**src/inc/safety_fault_status_defines.vh**
```
`ifndef SAFETY_FAULT_STATUS_DEFINES_VH
`define SAFETY_FAULT_STATUS_DEFINES_VH

// Byte addresses of the register words on the bus.
`define ADDR_SELF_TEST_ONE      8'h00
`define ADDR_SELF_TEST_TWO      8'h04
`define ADDR_FAULT_CTRL         8'h08
`define ADDR_FAULT_CTRL_INV     8'h0C
`define ADDR_MONITOR_STATUS     8'h10

// First self-test result word.
`define BIT_MON1_OV_SELFTEST    2
`define BIT_OSC_SELFTEST        1
`define BIT_CRC_SELFTEST        0

// Second self-test result word.
`define BIT_SAFETY_STUCK_LOW    13
`define BIT_SAFETY_STUCK_HIGH   12
`define BIT_POWER_GOOD_OUTPUT_TWO_STUCK_LOW    11
`define BIT_POWER_GOOD_OUTPUT_TWO_STUCK_HIGH   10
`define BIT_POWER_GOOD_OUTPUT_ONE_STUCK_LOW    9
`define BIT_POWER_GOOD_OUTPUT_ONE_STUCK_HIGH   8
`define BIT_LOGIC_RAN           1
`define BIT_LOGIC_PASSED        0

// Fault counter control word and its inverse copy.
`define BIT_TALLY_CLEAR         6
`define TALLY_MSB               5
`define TALLY_LSB               2
`define CEIL_MSB                1
`define CEIL_LSB                0

// Monitor status word: bits 14 down to 0 are latched flags.
`define MON_STATUS_MSB          14
`define BIT_CONV2_ILIM          14
`define BIT_CONV1_ILIM          13
`define BIT_THERMAL_SHUTDOWN    12

// Reset values.
`define RST_CEIL                2'h0
`define RST_CEIL_INV            2'h3
`define RST_CLEAR_INV           1'h1
`define RST_TALLY               4'h0

// Counter maximum for each ceiling code.
`define CEIL_MAX_00             4'h1
`define CEIL_MAX_01             4'h2
`define CEIL_MAX_10             4'h6
`define CEIL_MAX_11             4'hC

`endif

```
**src/hw/safety_fault_status_regs.v**
```verilog
// How it works
// - First self-test word bit 2: monitor one overvoltage checker found faulty.
// - First self-test word bit 1: oscillator monitoring fault found by analog self-test.
// - First self-test word bit 0: program memory checksum mismatch during analog self-test.
// - Second self-test word bit 13: safety fail output stuck low.
// - Second self-test word bit 12: safety fail output stuck high.
// - Bits 11 and 10: power good two stuck low and stuck high.
// - Bits 9 and 8: power good one stuck low and stuck high.
// - Bit 1 reads one once the logic self-test has run.
// - Bit 0 reads one only when the logic self-test ran and passed.
// - Writing one to control bit 6 clears the tally when inverse word bit 6 is zero; the bit self-clears.
// - Control bits 5 to 2 show the fault tally, 0 to 12.
// - Control bits 1 to 0 pick the tally maximum 1, 2, 6 or 12.
// - A new ceiling applies only when it equals the inverted copy's complement.
// - Inverse word holds bit 6 and bits 1 to 0 as inverted companions.
// - Monitor bits 14 and 13 latch current limit of converter two and one.
// - Monitor bit 12 latches thermal shutdown until cleared.
// - Monitor bits 11 to 8 latch undervoltage of converters 2,1 and monitors 4,3.
// - Every flag, tally and ceiling returns to its reset value on reset.
// - Monitor bits 7 to 0 latch remaining undervoltage and overvoltage faults.
//
// Decided for this implementation: the Wishbone register port and the address map.
`timescale 1ns/1ps
`include "safety_fault_status_defines.vh"

module safety_fault_status_regs #(
    parameter AW = 8
) (
    input  wire          clk_i,                // System clock, 10 MHz.
    input  wire          rst_i,                // Synchronous reset, active high.
    input  wire          wb_cyc_i,             // Bus cycle.
    input  wire          wb_stb_i,             // Bus strobe.
    input  wire          wb_we_i,              // Write enable.
    input  wire [AW-1:0] wb_adr_i,             // Byte address.
    input  wire [3:0]    wb_sel_i,             // Byte lane selects.
    input  wire [31:0]   wb_dat_i,             // Write data.
    output reg  [31:0]   wb_dat_o,             // Read data.
    output reg           wb_ack_o,             // Acknowledge.
    input  wire          analog_test_done_i,   // Pulse: analog self-test results valid.
    input  wire [2:0]    analog_test_err_i,    // Monitor one OV, oscillator, checksum.
    input  wire          pin_check_done_i,     // Pulse: pin stuck-at results valid.
    input  wire [5:0]    pin_stuck_i,          // Stuck flags in bit order 13 down to 8.
    input  wire          logic_test_done_i,    // Pulse: logic self-test finished.
    input  wire          logic_test_pass_i,    // Logic self-test passed.
    input  wire          fault_event_i,        // Pulse: one fault to count.
    input  wire [14:0]   monitor_event_i,      // Pulses: monitor faults in bit order.
    output reg  [3:0]    fault_tally_o,        // Current fault tally.
    output reg  [1:0]    fault_tally_ceiling_o, // Applied ceiling code.
    output reg           fault_tally_full_o    // Tally has reached its maximum.
);

    // Stored fields of the register group.
    reg  [2:0]  analog_flags;
    reg  [5:0]  pin_flags;
    reg         logic_selftest_ran;
    reg         logic_selftest_passed;
    reg  [3:0]  fault_tally;
    reg  [1:0]  fault_tally_ceiling;
    reg  [1:0]  inverted_ceiling_copy;
    reg         inverted_clear_copy;
    reg  [1:0]  current_limit_flags;
    reg         thermal_shutdown_latch;
    reg  [5:0]  undervoltage_flags;
    reg  [5:0]  overvoltage_flags;

    // Next values, all built combinationally.
    reg  [3:0]  next_tally;
    reg  [1:0]  next_ceiling;
    reg         next_full;
    reg  [14:0] next_monitor_flags;
    reg  [31:0] next_rdata;

    wire        req;
    wire        rd_req;
    wire        wr_req;
    wire        wr_low_lane;
    wire        hit_ctrl;
    wire        hit_inv;
    wire        hit_mon;
    wire        wr_ctrl;
    wire        wr_inv;
    wire        wr_mon;
    wire [1:0]  wr_ceiling;
    wire        wr_clear;
    wire        clear_ok;
    wire        ceil_ok;
    wire [14:0] mon_lane_mask;
    wire [14:0] mon_clear;
    wire [14:0] monitor_flags;
    wire [15:0] word_self_test_one;
    wire [15:0] word_self_test_two;
    wire [15:0] word_fault_ctrl;
    wire [15:0] word_fault_ctrl_inv;
    wire [15:0] word_monitor;

    // Maximum tally value for a ceiling code.
    function [3:0] ceil_max;
        input [1:0] code;
        begin
            case (code)
                2'h0:    ceil_max = `CEIL_MAX_00;
                2'h1:    ceil_max = `CEIL_MAX_01;
                2'h2:    ceil_max = `CEIL_MAX_10;
                2'h3:    ceil_max = `CEIL_MAX_11;
                default: ceil_max = `CEIL_MAX_00;
            endcase
        end
    endfunction

    // One-cycle answer; the ack drops in the cycle after it is given.
    assign req         = wb_cyc_i & wb_stb_i & ~wb_ack_o;
    assign rd_req      = req & ~wb_we_i;
    assign wr_req      = req & wb_we_i;
    assign wr_low_lane = wr_req & wb_sel_i[0];

    assign hit_ctrl = (wb_adr_i == `ADDR_FAULT_CTRL);
    assign hit_inv  = (wb_adr_i == `ADDR_FAULT_CTRL_INV);
    assign hit_mon  = (wb_adr_i == `ADDR_MONITOR_STATUS);

    assign wr_ctrl = wr_low_lane & hit_ctrl;
    assign wr_inv  = wr_low_lane & hit_inv;
    assign wr_mon  = wr_req & hit_mon;

    assign wr_ceiling = wb_dat_i[`CEIL_MSB:`CEIL_LSB];
    assign wr_clear   = wb_dat_i[`BIT_TALLY_CLEAR];

    // Commands take effect only against an inverted companion copy.
    assign clear_ok = wr_ctrl & wr_clear & ~inverted_clear_copy;
    assign ceil_ok  = wr_ctrl & (wr_ceiling == ~inverted_ceiling_copy);

    // Write one to clear a latched monitor flag, lane by lane.
    assign mon_lane_mask = {{7{wb_sel_i[1]}}, {8{wb_sel_i[0]}}};
    assign mon_clear     = wr_mon ? (wb_dat_i[14:0] & mon_lane_mask) : 15'h0000;

    assign monitor_flags = {current_limit_flags, thermal_shutdown_latch,
                            undervoltage_flags, overvoltage_flags};

    // Read words; the clear bit always reads back as zero since it self-clears.
    assign word_self_test_one  = {13'h0000, analog_flags};
    assign word_self_test_two  = {2'h0, pin_flags, 6'h00, logic_selftest_ran,
                                  logic_selftest_passed};
    assign word_fault_ctrl     = {9'h000, 1'h0, fault_tally, fault_tally_ceiling};
    assign word_fault_ctrl_inv = {9'h000, inverted_clear_copy, 4'h0, inverted_ceiling_copy};
    assign word_monitor        = {1'h0, monitor_flags};

    always @*
    begin
        next_rdata = 32'h00000000;
        case (wb_adr_i)
            `ADDR_SELF_TEST_ONE:
            begin
                next_rdata[15:0] = word_self_test_one;
            end
            `ADDR_SELF_TEST_TWO:
            begin
                next_rdata[15:0] = word_self_test_two;
            end
            `ADDR_FAULT_CTRL:
            begin
                next_rdata[15:0] = word_fault_ctrl;
            end
            `ADDR_FAULT_CTRL_INV:
            begin
                next_rdata[15:0] = word_fault_ctrl_inv;
            end
            `ADDR_MONITOR_STATUS:
            begin
                next_rdata[15:0] = word_monitor;
            end
            default:
            begin
                next_rdata = 32'h00000000;
            end
        endcase
    end

    // Tally update: a clear wins, but a fault in the same cycle is still counted.
    always @*
    begin
        next_tally = clear_ok ? `RST_TALLY : fault_tally;
        if (fault_event_i && (next_tally < ceil_max(fault_tally_ceiling)))
        begin
            next_tally = next_tally + 4'h1;
        end
    end

    always @*
    begin
        next_ceiling = ceil_ok ? wr_ceiling : fault_tally_ceiling;
        next_full    = (next_tally >= ceil_max(next_ceiling));
    end

    // New events win over a clear in the same cycle.
    always @*
    begin
        next_monitor_flags = (monitor_flags & ~mon_clear) | monitor_event_i;
    end

    always @(posedge clk_i)
    begin
        if (rst_i)
        begin
            analog_flags <= 3'h0;
        end
        else if (analog_test_done_i)
        begin
            analog_flags <= analog_test_err_i;
        end
    end

    always @(posedge clk_i)
    begin
        if (rst_i)
        begin
            pin_flags <= 6'h00;
        end
        else if (pin_check_done_i)
        begin
            pin_flags <= pin_stuck_i;
        end
    end

    always @(posedge clk_i)
    begin
        if (rst_i)
        begin
            logic_selftest_ran    <= 1'h0;
            logic_selftest_passed <= 1'h0;
        end
        else if (logic_test_done_i)
        begin
            logic_selftest_ran    <= 1'h1;
            logic_selftest_passed <= logic_test_pass_i;
        end
    end

    always @(posedge clk_i)
    begin
        if (rst_i)
        begin
            fault_tally <= `RST_TALLY;
        end
        else
        begin
            fault_tally <= next_tally;
        end
    end

    always @(posedge clk_i)
    begin
        if (rst_i)
        begin
            fault_tally_ceiling <= `RST_CEIL;
        end
        else
        begin
            fault_tally_ceiling <= next_ceiling;
        end
    end

    // The inverse word resets to the complement of the control word.
    always @(posedge clk_i)
    begin
        if (rst_i)
        begin
            inverted_ceiling_copy <= `RST_CEIL_INV;
            inverted_clear_copy   <= `RST_CLEAR_INV;
        end
        else if (wr_inv)
        begin
            inverted_ceiling_copy <= wr_ceiling;
            inverted_clear_copy   <= wr_clear;
        end
    end

    always @(posedge clk_i)
    begin
        if (rst_i)
        begin
            current_limit_flags <= 2'h0;
        end
        else
        begin
            current_limit_flags <= next_monitor_flags[14:13];
        end
    end

    always @(posedge clk_i)
    begin
        if (rst_i)
        begin
            thermal_shutdown_latch <= 1'h0;
        end
        else
        begin
            thermal_shutdown_latch <= next_monitor_flags[12];
        end
    end

    always @(posedge clk_i)
    begin
        if (rst_i)
        begin
            undervoltage_flags <= 6'h00;
        end
        else
        begin
            undervoltage_flags <= next_monitor_flags[11:6];
        end
    end

    always @(posedge clk_i)
    begin
        if (rst_i)
        begin
            overvoltage_flags <= 6'h00;
        end
        else
        begin
            overvoltage_flags <= next_monitor_flags[5:0];
        end
    end

    always @(posedge clk_i)
    begin
        if (rst_i)
        begin
            wb_ack_o <= 1'h0;
        end
        else
        begin
            wb_ack_o <= req;
        end
    end

    // Read data is zero outside the acknowledge cycle.
    always @(posedge clk_i)
    begin
        if (rst_i)
        begin
            wb_dat_o <= 32'h00000000;
        end
        else
        begin
            wb_dat_o <= rd_req ? next_rdata : 32'h00000000;
        end
    end

    always @(posedge clk_i)
    begin
        if (rst_i)
        begin
            fault_tally_o <= `RST_TALLY;
        end
        else
        begin
            fault_tally_o <= next_tally;
        end
    end

    always @(posedge clk_i)
    begin
        if (rst_i)
        begin
            fault_tally_ceiling_o <= `RST_CEIL;
        end
        else
        begin
            fault_tally_ceiling_o <= next_ceiling;
        end
    end

    always @(posedge clk_i)
    begin
        if (rst_i)
        begin
            fault_tally_full_o <= 1'h0;
        end
        else
        begin
            fault_tally_full_o <= next_full;
        end
    end

endmodule

```
**config.mk**
```make
export PLATFORM = sky130hd
export DESIGN_NAME = safety_fault_status_regs
export DESIGN_NICKNAME = d
export VERILOG_FILES = /design/src/hw/safety_fault_status_regs.v
export VERILOG_INCLUDE_DIRS = /design/src /design/src/inc
export SDC_FILE = /design/constraint.sdc
export NUM_CORES = 1
export LEC_CHECK = 0
export BUFFER_PORTS_ARGS = -buffer_cell sky130_fd_sc_hd__buf_4
export CAP_MARGIN = 5
export CORE_ASPECT_RATIO = 0.6
export CORE_MARGIN = 2
export CORE_UTILIZATION = 35
export CTS_BUF_LIST = sky130_fd_sc_hd__clkbuf_2 sky130_fd_sc_hd__clkbuf_4 sky130_fd_sc_hd__clkbuf_8
export DETAILED_ROUTE_END_ITERATION = 8
export PLACE_DENSITY_LB_ADDON = 0.3
export SYNTH_ARGS = -nofsm -noshare
export SYNTH_HDL_FRONTEND = slang
export SYNTH_SLANG_ARGS = --single-unit
```
**constraint.sdc**
```tcl
create_clock -name clk_i -period 3.88 [get_ports clk_i]
set_input_delay 0.194 -clock clk_i [delete_from_list [all_inputs] [get_ports clk_i]]
set_output_delay 0.194 -clock clk_i [all_outputs]
set_load 0.1 [all_outputs]
```
Yosys cells after proc, flatten, opt, wreduce, memory -nomap -nowiden:

Cells that the tools add are included.

* flip-flop bits (word level): 69
* bits of input ports: 78

* $add $sub $neg: 1
* $lt $le $gt $ge: 2
* equality and inequality tests: 11
* muxes and demuxes: 7
* bitwise gates (word level): 20
* reductions and logical operators: 5

Operators by type and width (count)
* $pmux W15 S5: 1
* $pmux W4 S4: 2
* $and A15 B15 Y15: 2
* $eq A8 B4 Y1 const B: 2
* $mux W15: 1
* $not A15 Y15: 1
* $or A15 B15 Y15: 1
* $and A1 B1 Y1: 11
* $eq A2 B2 Y1 const B: 4
* $eq A8 B3 Y1 const B: 1
* $eq A8 B5 Y1 const B: 1
* $logic_not A8 Y1: 1
* $mux W4: 2
* $add A4 B1 Y4 const B: 1
* $eq A2 B1 Y1 const B: 2
* $ge A4 B4 Y1: 1
* $logic_not A2 Y1: 2
* $lt A4 B4 Y1: 1
* $not A1 Y1: 4
* $eq A2 B2 Y1: 1
* $mux W2: 1
* $not A2 Y2: 1
* $reduce_or A2 Y1: 1
* $logic_and A1 B1 Y1: 1

Longest topological paths before layout:

Gate-level depths: netlist of the first run.

* word-level depth: 12
* gate-level depth with buffers: 16

Worst setup path before layout of the first run:

OpenSTA, ideal clock, no wires.

* kind: register to register
* start: reg wb_ack_o
* end: reg fault_tally_full_o
* setup time: 0.128 ns
* arrival: 3.513 ns
* data required time: 3.752 ns
* slack: 0.239 ns
* cell stages (with the launch flop): 16
* buffers on the path: 0
* cells stage by stage: dfxtp_1 and4b_1 nand3_1 o21a_1 ha_1 o22a_1 o311a_1 a21bo_2 nand3_1 and2_1 ha_1 nand2b_1 a21o_1 a21o_1 a21oi_1 nor2_1

* cells in the longest elaborated chain, start to end: 12
* elaborated cells on any way between the ends: 20
* those cells by class: 1 x add/sub; 2 x order compare; 3 x eq/ne; 4 x mux; 8 x bitwise; 2 x reduce/logical

RTL lines
* from (decl): RTL line safety_fault_status_regs.v:38 `output reg wb_ack_o,`
* from (signal assigned): RTL line safety_fault_status_regs.v:332 `wb_ack_o <= req;`
* $not A1 Y1 (*): RTL line safety_fault_status_regs.v:111 `assign req = wb_cyc_i & wb_stb_i & ~wb_ack_o;`
* $and A1 B1 Y1 (*): RTL line safety_fault_status_regs.v:111
* $and A1 B1 Y1 (*): RTL line safety_fault_status_regs.v:113 `assign wr_req = req & wb_we_i;`
* $and A1 B1 Y1 (*): RTL line safety_fault_status_regs.v:114 `assign wr_low_lane = wr_req & wb_sel_i[0];`
* $and A1 B1 Y1 (*): RTL line safety_fault_status_regs.v:120 `assign wr_ctrl = wr_low_lane & hit_ctrl;`
* $and A1 B1 Y1 (2 in a row): RTL line safety_fault_status_regs.v:128 `assign clear_ok = wr_ctrl & wr_clear & ~inverted_clear_copy;`
* $mux W4: RTL line safety_fault_status_regs.v:180 `` next_tally = clear_ok ? `RST_TALLY : fault_tally; ``
* $lt A4 B4 Y1: RTL line safety_fault_status_regs.v:181 `if (fault_event_i && (next_tally < ceil_max(fault_tally_ceiling)))`
* $logic_and A1 B1 Y1: RTL line safety_fault_status_regs.v:181
* $mux W4: RTL line safety_fault_status_regs.v:181
* $ge A4 B4 Y1 (*): RTL line safety_fault_status_regs.v:190 `next_full = (next_tally >= ceil_max(next_ceiling));`
* to (signal assigned): RTL line safety_fault_status_regs.v:381 `fault_tally_full_o <= next_full;`
* to (decl): RTL line safety_fault_status_regs.v:49 `output reg fault_tally_full_o`

Every way passes the cells marked *; elsewhere a longest branch is shown, timed or not.
A chain may end at the register's enable or synchronous reset.

Worst setup path in the final report of the first run:

Ends and elaborated chain as after synthesis.

==> metrics.txt, run 1 <==
RSZ-0062 raised after global routing false; Post-CTS Setup Bufs 0; Yosys cell types 47; worst-case clock buffer depth 2; Syn-to-layout area delta 28.7%; Place WS about 0.44 ns; critical path capture point type register; CP Max Fanout 4; # port buffers between 80 and 90; final hold violations 0; crit path time final between 3 and 4 ns; Reg power frac 43.7%; startpoint types register; Setup WS post-layout 0.405 ns; DPL Wire Length around 5100 um; top post-synthesis cells by area dfxtp_1 (41%), nor2_1 (6.3%), ha_1 (5.9%); outcome completed; ratio of final minimum period to clock period roughly nine tenths; peak supply drop 0.000252 V; hold path cells 3; Fill cells between 700 and 800; count of flip-flops with a built-in enable after synthesis 0; Clk pwr share 27.7%; Final nets between 400 and 500; Pwr Density 409 mW/mm2; vias per cell between 4 and 5; Pins Over Slew Limit 0; clock root cell clkbuf_8; wire length per cell ~14 um; Ant. Diodes 0; P_leak between 0.001 and 0.0015 uW; clock skew around 0.0040 ns; PostCTS Resize Cnt 0; overflow left after global routing 0; sw frac approximately a third; Net Switching ~460 uW; CTS tree yes; area share of the largest cell type after synthesis between 40% and 50%; Required @ worst endpoint between 4 and 5 ns; FFs w/ async S/R, synth 0%; clock sinks 52; yosys warns 0; Max-Cap Viols 0; count leader, synth dfxtp_1; Pint ~900 uW; syn avg cell area just under 9 um2; slew margin rel. a little over two fifths; H-tree levels 2; CTS Hold Bufs 0; cts bufs inserted 5; Reg2Reg Launch Point wb_ack_o; area leader, netlist dfxtp_1; Reg2Reg Depth 15; critical path arrival between 3 and 4 ns; Worst-Skew Late Latency 0.29 ns; Worst Hold Path EP undervoltage_flags[5]; core area roughly 0.007 mm2; Chip Width 114 um; vias in the first global route 2130; DRC violation total after the first TritonRoute iteration about 130; worst min path class in2reg; Die Ht between 70 and 80 um; Antenna Nets Post-Route 0; register area share after synthesis between 40% and 50%; Logic pwr share between 20% and 30%; Post-synth top cells dfxtp_1 (52), nor2_1 (43), a21oi_1 (28), nand2_1 (24), buf_4 (18); Main synth FF type dfxtp_1; setup slack, reg-to-reg ~0.41 ns; max frequency ~290 MHz; layout cells sized above 1 27.2%; I/O pin count approximately 120; routed wire length approximately 6500 um; Setup violations, final 0; Die ar. 0.00802 mm2; R2R Path End fault_tally_full_o; initial antenna violation count 0; DRC violations left 0; RePlAce Congestion 0.844; Syn Inst Count ~290; min-delay src monitor_event_i[11]; drt pass-1 iters 4; vias 2229; Yosys reg bits 52; initial core utilization a little over a third; Worst Tran Pin Value roughly 0.84 ns; row count 24; Critical Setup Path Class reg2reg; mapped cell area around 0.0026 mm2; clock transition at the registers of the reported paths about 0.090 ns; Setup TNS 0 ns; first-pass GRT wire length 10500 um; pin count of the biggest net entering global routing 40; Tot GR Track Use approximately 17%
## cell families (layout without fill, tap and decap cells)
family	Yosys count	in the layout	share of synthesized area [%]
xor+xnor	3	3	1.03
flops	52	52	40.8
simple gates	109	109	22.2
other cells	1	17	0.147
mux	12	12	4.75
fa+ha+maj	12	12	5.88
buf+inv	40	103	8.82
compound gates	63	63	16.4
## state kept, by name (all words and copies together) (netlist names)
| name | flops |
|---|---|
| fault_tally_ceiling_o | 2 |
| inverted_clear_copy | 1 |
| overvoltage_flags | 6 |
| undervoltage_flags | 6 |
| pin_flags | 6 |
| current_limit_flags | 2 |
| thermal_shutdown_latch | 1 |
| logic_selftest_passed | 1 |
| fault_tally_o | 4 |
| wb_dat_o | 15 |
| analog_flags | 3 |
| inverted_ceiling_copy | 2 |
| logic_selftest_ran | 1 |
| wb_ack_o | 1 |
| fault_tally_full_o | 1 |
## routing by layer
metal  wire length [um]  global-route usage, %  up-vias
met3                591                   4.60        2
met1               3270                   24.6     1018
met4                 11                   2.17        0
met2               2630                   24.3       88
li1                   -                      -     1121
met5                  0                      0        -
## placed cells by master (no fill, tap or decap), types with 4 or more instances in the layout
cell and count:
nor2b_1 8, inv_1 11, conb_1 17, dfxtp_1 52, nor2_1 43, o21ai_0 6
buf_4 84, and3_1 4, nand3_1 8, clkbuf_8 5, a21oi_1 28, ha_1 12
mux2i_1 11, nand2_1 24, a22oi_1 9
## power groups by stage
stage | Combinational [uW] | Sequential [uW] | Clock [uW]
finish | 384 | 587 | 373
global route | 410 | 591 | 409
CTS | 385 | 586 | 386
detailed placement | 383 | 598 | 0
global placement | 380 | 599 | 0
floorplan | 218 | 677 | 0
## worst max-delay path, cell delays in order, from the launching register on
cell and delay, ns:
dfxtp_1 0.34, and4b_1 0.33, nand3_1 0.15, o21ai_0 0.37
inv_1 0.12, ha_1 0.37, o311a_1 0.19, a21boi_4 0.23
o21ai_0 0.15, and2_1 0.16, ha_1 0.27, nand2b_1 0.14
a21o_1 0.17, a21o_1 0.17, a21oi_1 0.14, nor2_1 0.05
## layout make-up
| cell class | count | area (um2) | area share, % |
|---|---|---|---|
| inverter | 11 | 41.3 | 1.26 |
| sequential | 52 | 1040 | 31.7 |
| multi-input combinational | 216 | 1350 | 41.0 |
| clock inverter | 2 | 35.0 | 1.07 |
| clock buffer | 6 | 76.3 | 2.32 |
| tap | 91 | 114 | 3.47 |
| timing repair buffer | 84 | 631 | 19.2 |
## worst max-delay path by stage
stage	startpoint	endpoint	slack, ns	depth (start not counted)
global route	wb_ack_o	fault_tally_full_o	0.14	15
finish	wb_ack_o	fault_tally_full_o	0.41	15
global placement	wb_adr_i[2]	fault_tally_full_o	0.36	16
CTS	wb_ack_o	fault_tally_full_o	0.42	15
floorplan	wb_ack_o	fault_tally_full_o	0.24	15
detailed placement	wb_adr_i[2]	fault_tally_full_o	0.44	16
## through the flow
| step | utilization (%) | cell area [um2] | hold slack, ns | cells | total power [uW] |
|---|---|---|---|---|---|
| final | 45.8 | 3290 | 0.0980 | 462 | 1340 |
| after global routing | 45.8 | 3290 | 0.0787 | 462 | 1410 |
| after CTS | 45.8 | 3290 | 0.0863 | 462 | 1360 |
| after detailed placement | 44.2 | 3170 | 0.406 | 454 | 982 |
| after global placement | 44.2 | 3170 | 0.399 | 454 | 979 |
| after floorplan | - | 2610 | 0.311 | 308 | 896 |
Power figures use the tool's default switching activity.
==> run 2, diff against run 1 <==
--- a/config.mk
+++ b/config.mk
@@ -13,7 +13,9 @@
 export CORE_UTILIZATION = 35
 export CTS_BUF_LIST = sky130_fd_sc_hd__clkbuf_2 sky130_fd_sc_hd__clkbuf_4 sky130_fd_sc_hd__clkbuf_8
 export DETAILED_ROUTE_END_ITERATION = 8
-export PLACE_DENSITY_LB_ADDON = 0.3
+export PLACE_DENSITY = 0.63
+export RECOVER_POWER = 25
+export SLEW_MARGIN = 20
 export SYNTH_ARGS = -nofsm -noshare
 export SYNTH_HDL_FRONTEND = slang
 export SYNTH_SLANG_ARGS = --single-unit
==> metrics.txt, run 2 (synthesized netlist as in run 1, its figures left out) <==
CTS tree yes; clock transition at the registers of the reported paths 0.09 ns; Ant. Diodes 0; Required @ worst endpoint a little over 4 ns; cell total after placement approximately 450; Setup TNS 0 ns; vias in the first global route around 2100; Slowest cell on crit path ha_1; slew margin rel. a little over a fifth; outcome completed; cts bufs inserted 5; fin area roughly 0.0032 mm2; max frequency 284 MHz; commonest cells after routing, fill and taps aside buf_4 (78), dfxtp_1 (52), nor2_1 (43); WL met2 around 2800 um; worst min path class in2reg; Syn-to-layout area delta 27.0%; core area ~0.0072 mm2; Non-Filler Instances ~460; Setup violations, final 0; critical path arrival between 3 and 4 ns; pin count of the biggest net entering global routing 40; critical path capture point type register; layout cells sized above 1 about a quarter; met3 wire len between 300 and 400 um; RSZ-0062 raised after global routing false; Max-Cap Viols 0; Fill cells 733; Pwr Density 395 mW/mm2; CP Cell Sequence and4b_1, nand3_1, o21ai_0, inv_1, ha_1, o311a_1, a21boi_4, o21ai_0, and2_1, ha_1, nand2b_1, a21o_1, a21o_1, a21oi_1, nor2_1; vias ~2200; H-tree levels 2; Critical Setup Path Class reg2reg; ratio of final minimum period to clock period 90.7%; Die Ht ~70 um; Met1 Wirelength roughly 3400 um; PostCTS Resize Cnt 0; clock sinks 52; Highest Signal Layer met4; kind of cell adding the most delay to the critical path compound AO/OA/AOI/OAI gates; Largest register FFs 15; WHS between 0.09 and 0.1 ns; Largest Register wb_dat_o; peak supply drop just over 0.0002 V; CP Max Fanout 5; I/O pin count approximately 120; CTS Hold Bufs 0; # port buffers 81; clock skew about 0.0047 ns; initial core utilization 35.6%; Die ar. roughly 0.0080 mm2; routed wire length roughly 6600 um; RePlAce Congestion 0.780; placed cell area approximately 0.0032 mm2; crit path time final around 3.5 ns; final hold violations 0; row count 24; vias per cell a little under 5; crit path buf inv count 1; DRC violation total after the first TritonRoute iteration 90; critical path's largest stage delay roughly 0.36 ns; wire length per cell between 10 and 15 um; Antenna Nets Post-Route 0; Final nets 460; Tot GR Track Use roughly 17%; startpoint types register; first-pass GRT wire length 10300 um; overflow left after global routing 0; clock root cell clkbuf_8; DRC violations left 0; Chip Width around 110 um; Worst Tran Pin Value approximately 1.2 ns; P_leak between 0.001 and 0.0015 uW; most common library cell in the layout ignoring fill and taps buf_4; worst-case clock buffer depth 2; initial antenna violation count 0; Worst-Skew Late Latency 0.30 ns; drt pass-1 iters 4; DPL Wire Length 5090 um; Pins Over Slew Limit 0; Post-CTS Setup Bufs 0; final design utilization about 45%
run 2: stage by stage:
| stage | setup slack (ns) | power, uW |
|---|---|---|
| final | 0.362 | 1280 |
| after global routing | 0.114 | 1360 |
| after CTS | 0.391 | 1300 |
| after detailed placement | 0.440 | 983 |
| after global placement | 0.456 | 979 |
| after floorplan | 0.239 | 896 |
run 2: path summary, 6_finish.rpt:
check | startpoint | to | slack (ns) | cells after the start
setup / recovery | wb_ack_o | fault_tally_full_o | 0.36 | 15
hold / removal | monitor_event_i[12] | thermal_shutdown_latch | 0.09 | 3
setup reg to reg | wb_ack_o | fault_tally_full_o | 0.36 | 15
hold reg to reg | logic_selftest_ran | wb_dat_o[1] | 0.47 | 2
run 2: area by class of cell:
type                            instances  area [um2]  area share [%]
Clock buffer                            6        76.3            2.35
Clock inverter                          2        16.3           0.501
Inverter                               11        41.3            1.27
Multi-Input combinational cell        216        1350            41.5
Sequential cell                        52        1040            32.1
Tap cell                               91         114            3.51
Timing Repair Buffer                   84         608            18.7
run 2: worst reg2reg max path: stages, from the launching register on:
cell and delay, ns:
dfxtp_1 0.35, and4b_1 0.33, nand3_1 0.28, o21ai_0 0.31
inv_1 0.11, ha_1 0.36, o311a_1 0.20, a21boi_4 0.23
o21ai_0 0.13, and2_1 0.15, ha_1 0.27, nand2b_1 0.14
a21o_1 0.17, a21o_1 0.17, a21oi_1 0.13, nor2_1 0.05
run 2: layer usage:
layer | track usage [%] | vias up
met1 | 24.2 | 1029
li1 | - | 1121
met3 | 4.60 | 5
met5 | 0 | -
met4 | 2.85 | 0
met2 | 24.8 | 68
run 2: report_power, final:
part	leakage [uW]	total [uW]	switching, uW	internal [uW]
sequential	0.000427	586	22.0	564
combinational	0.000955	380	259	121
clock	0.0000448	317	181	136
total	0.00143	1280	461	820
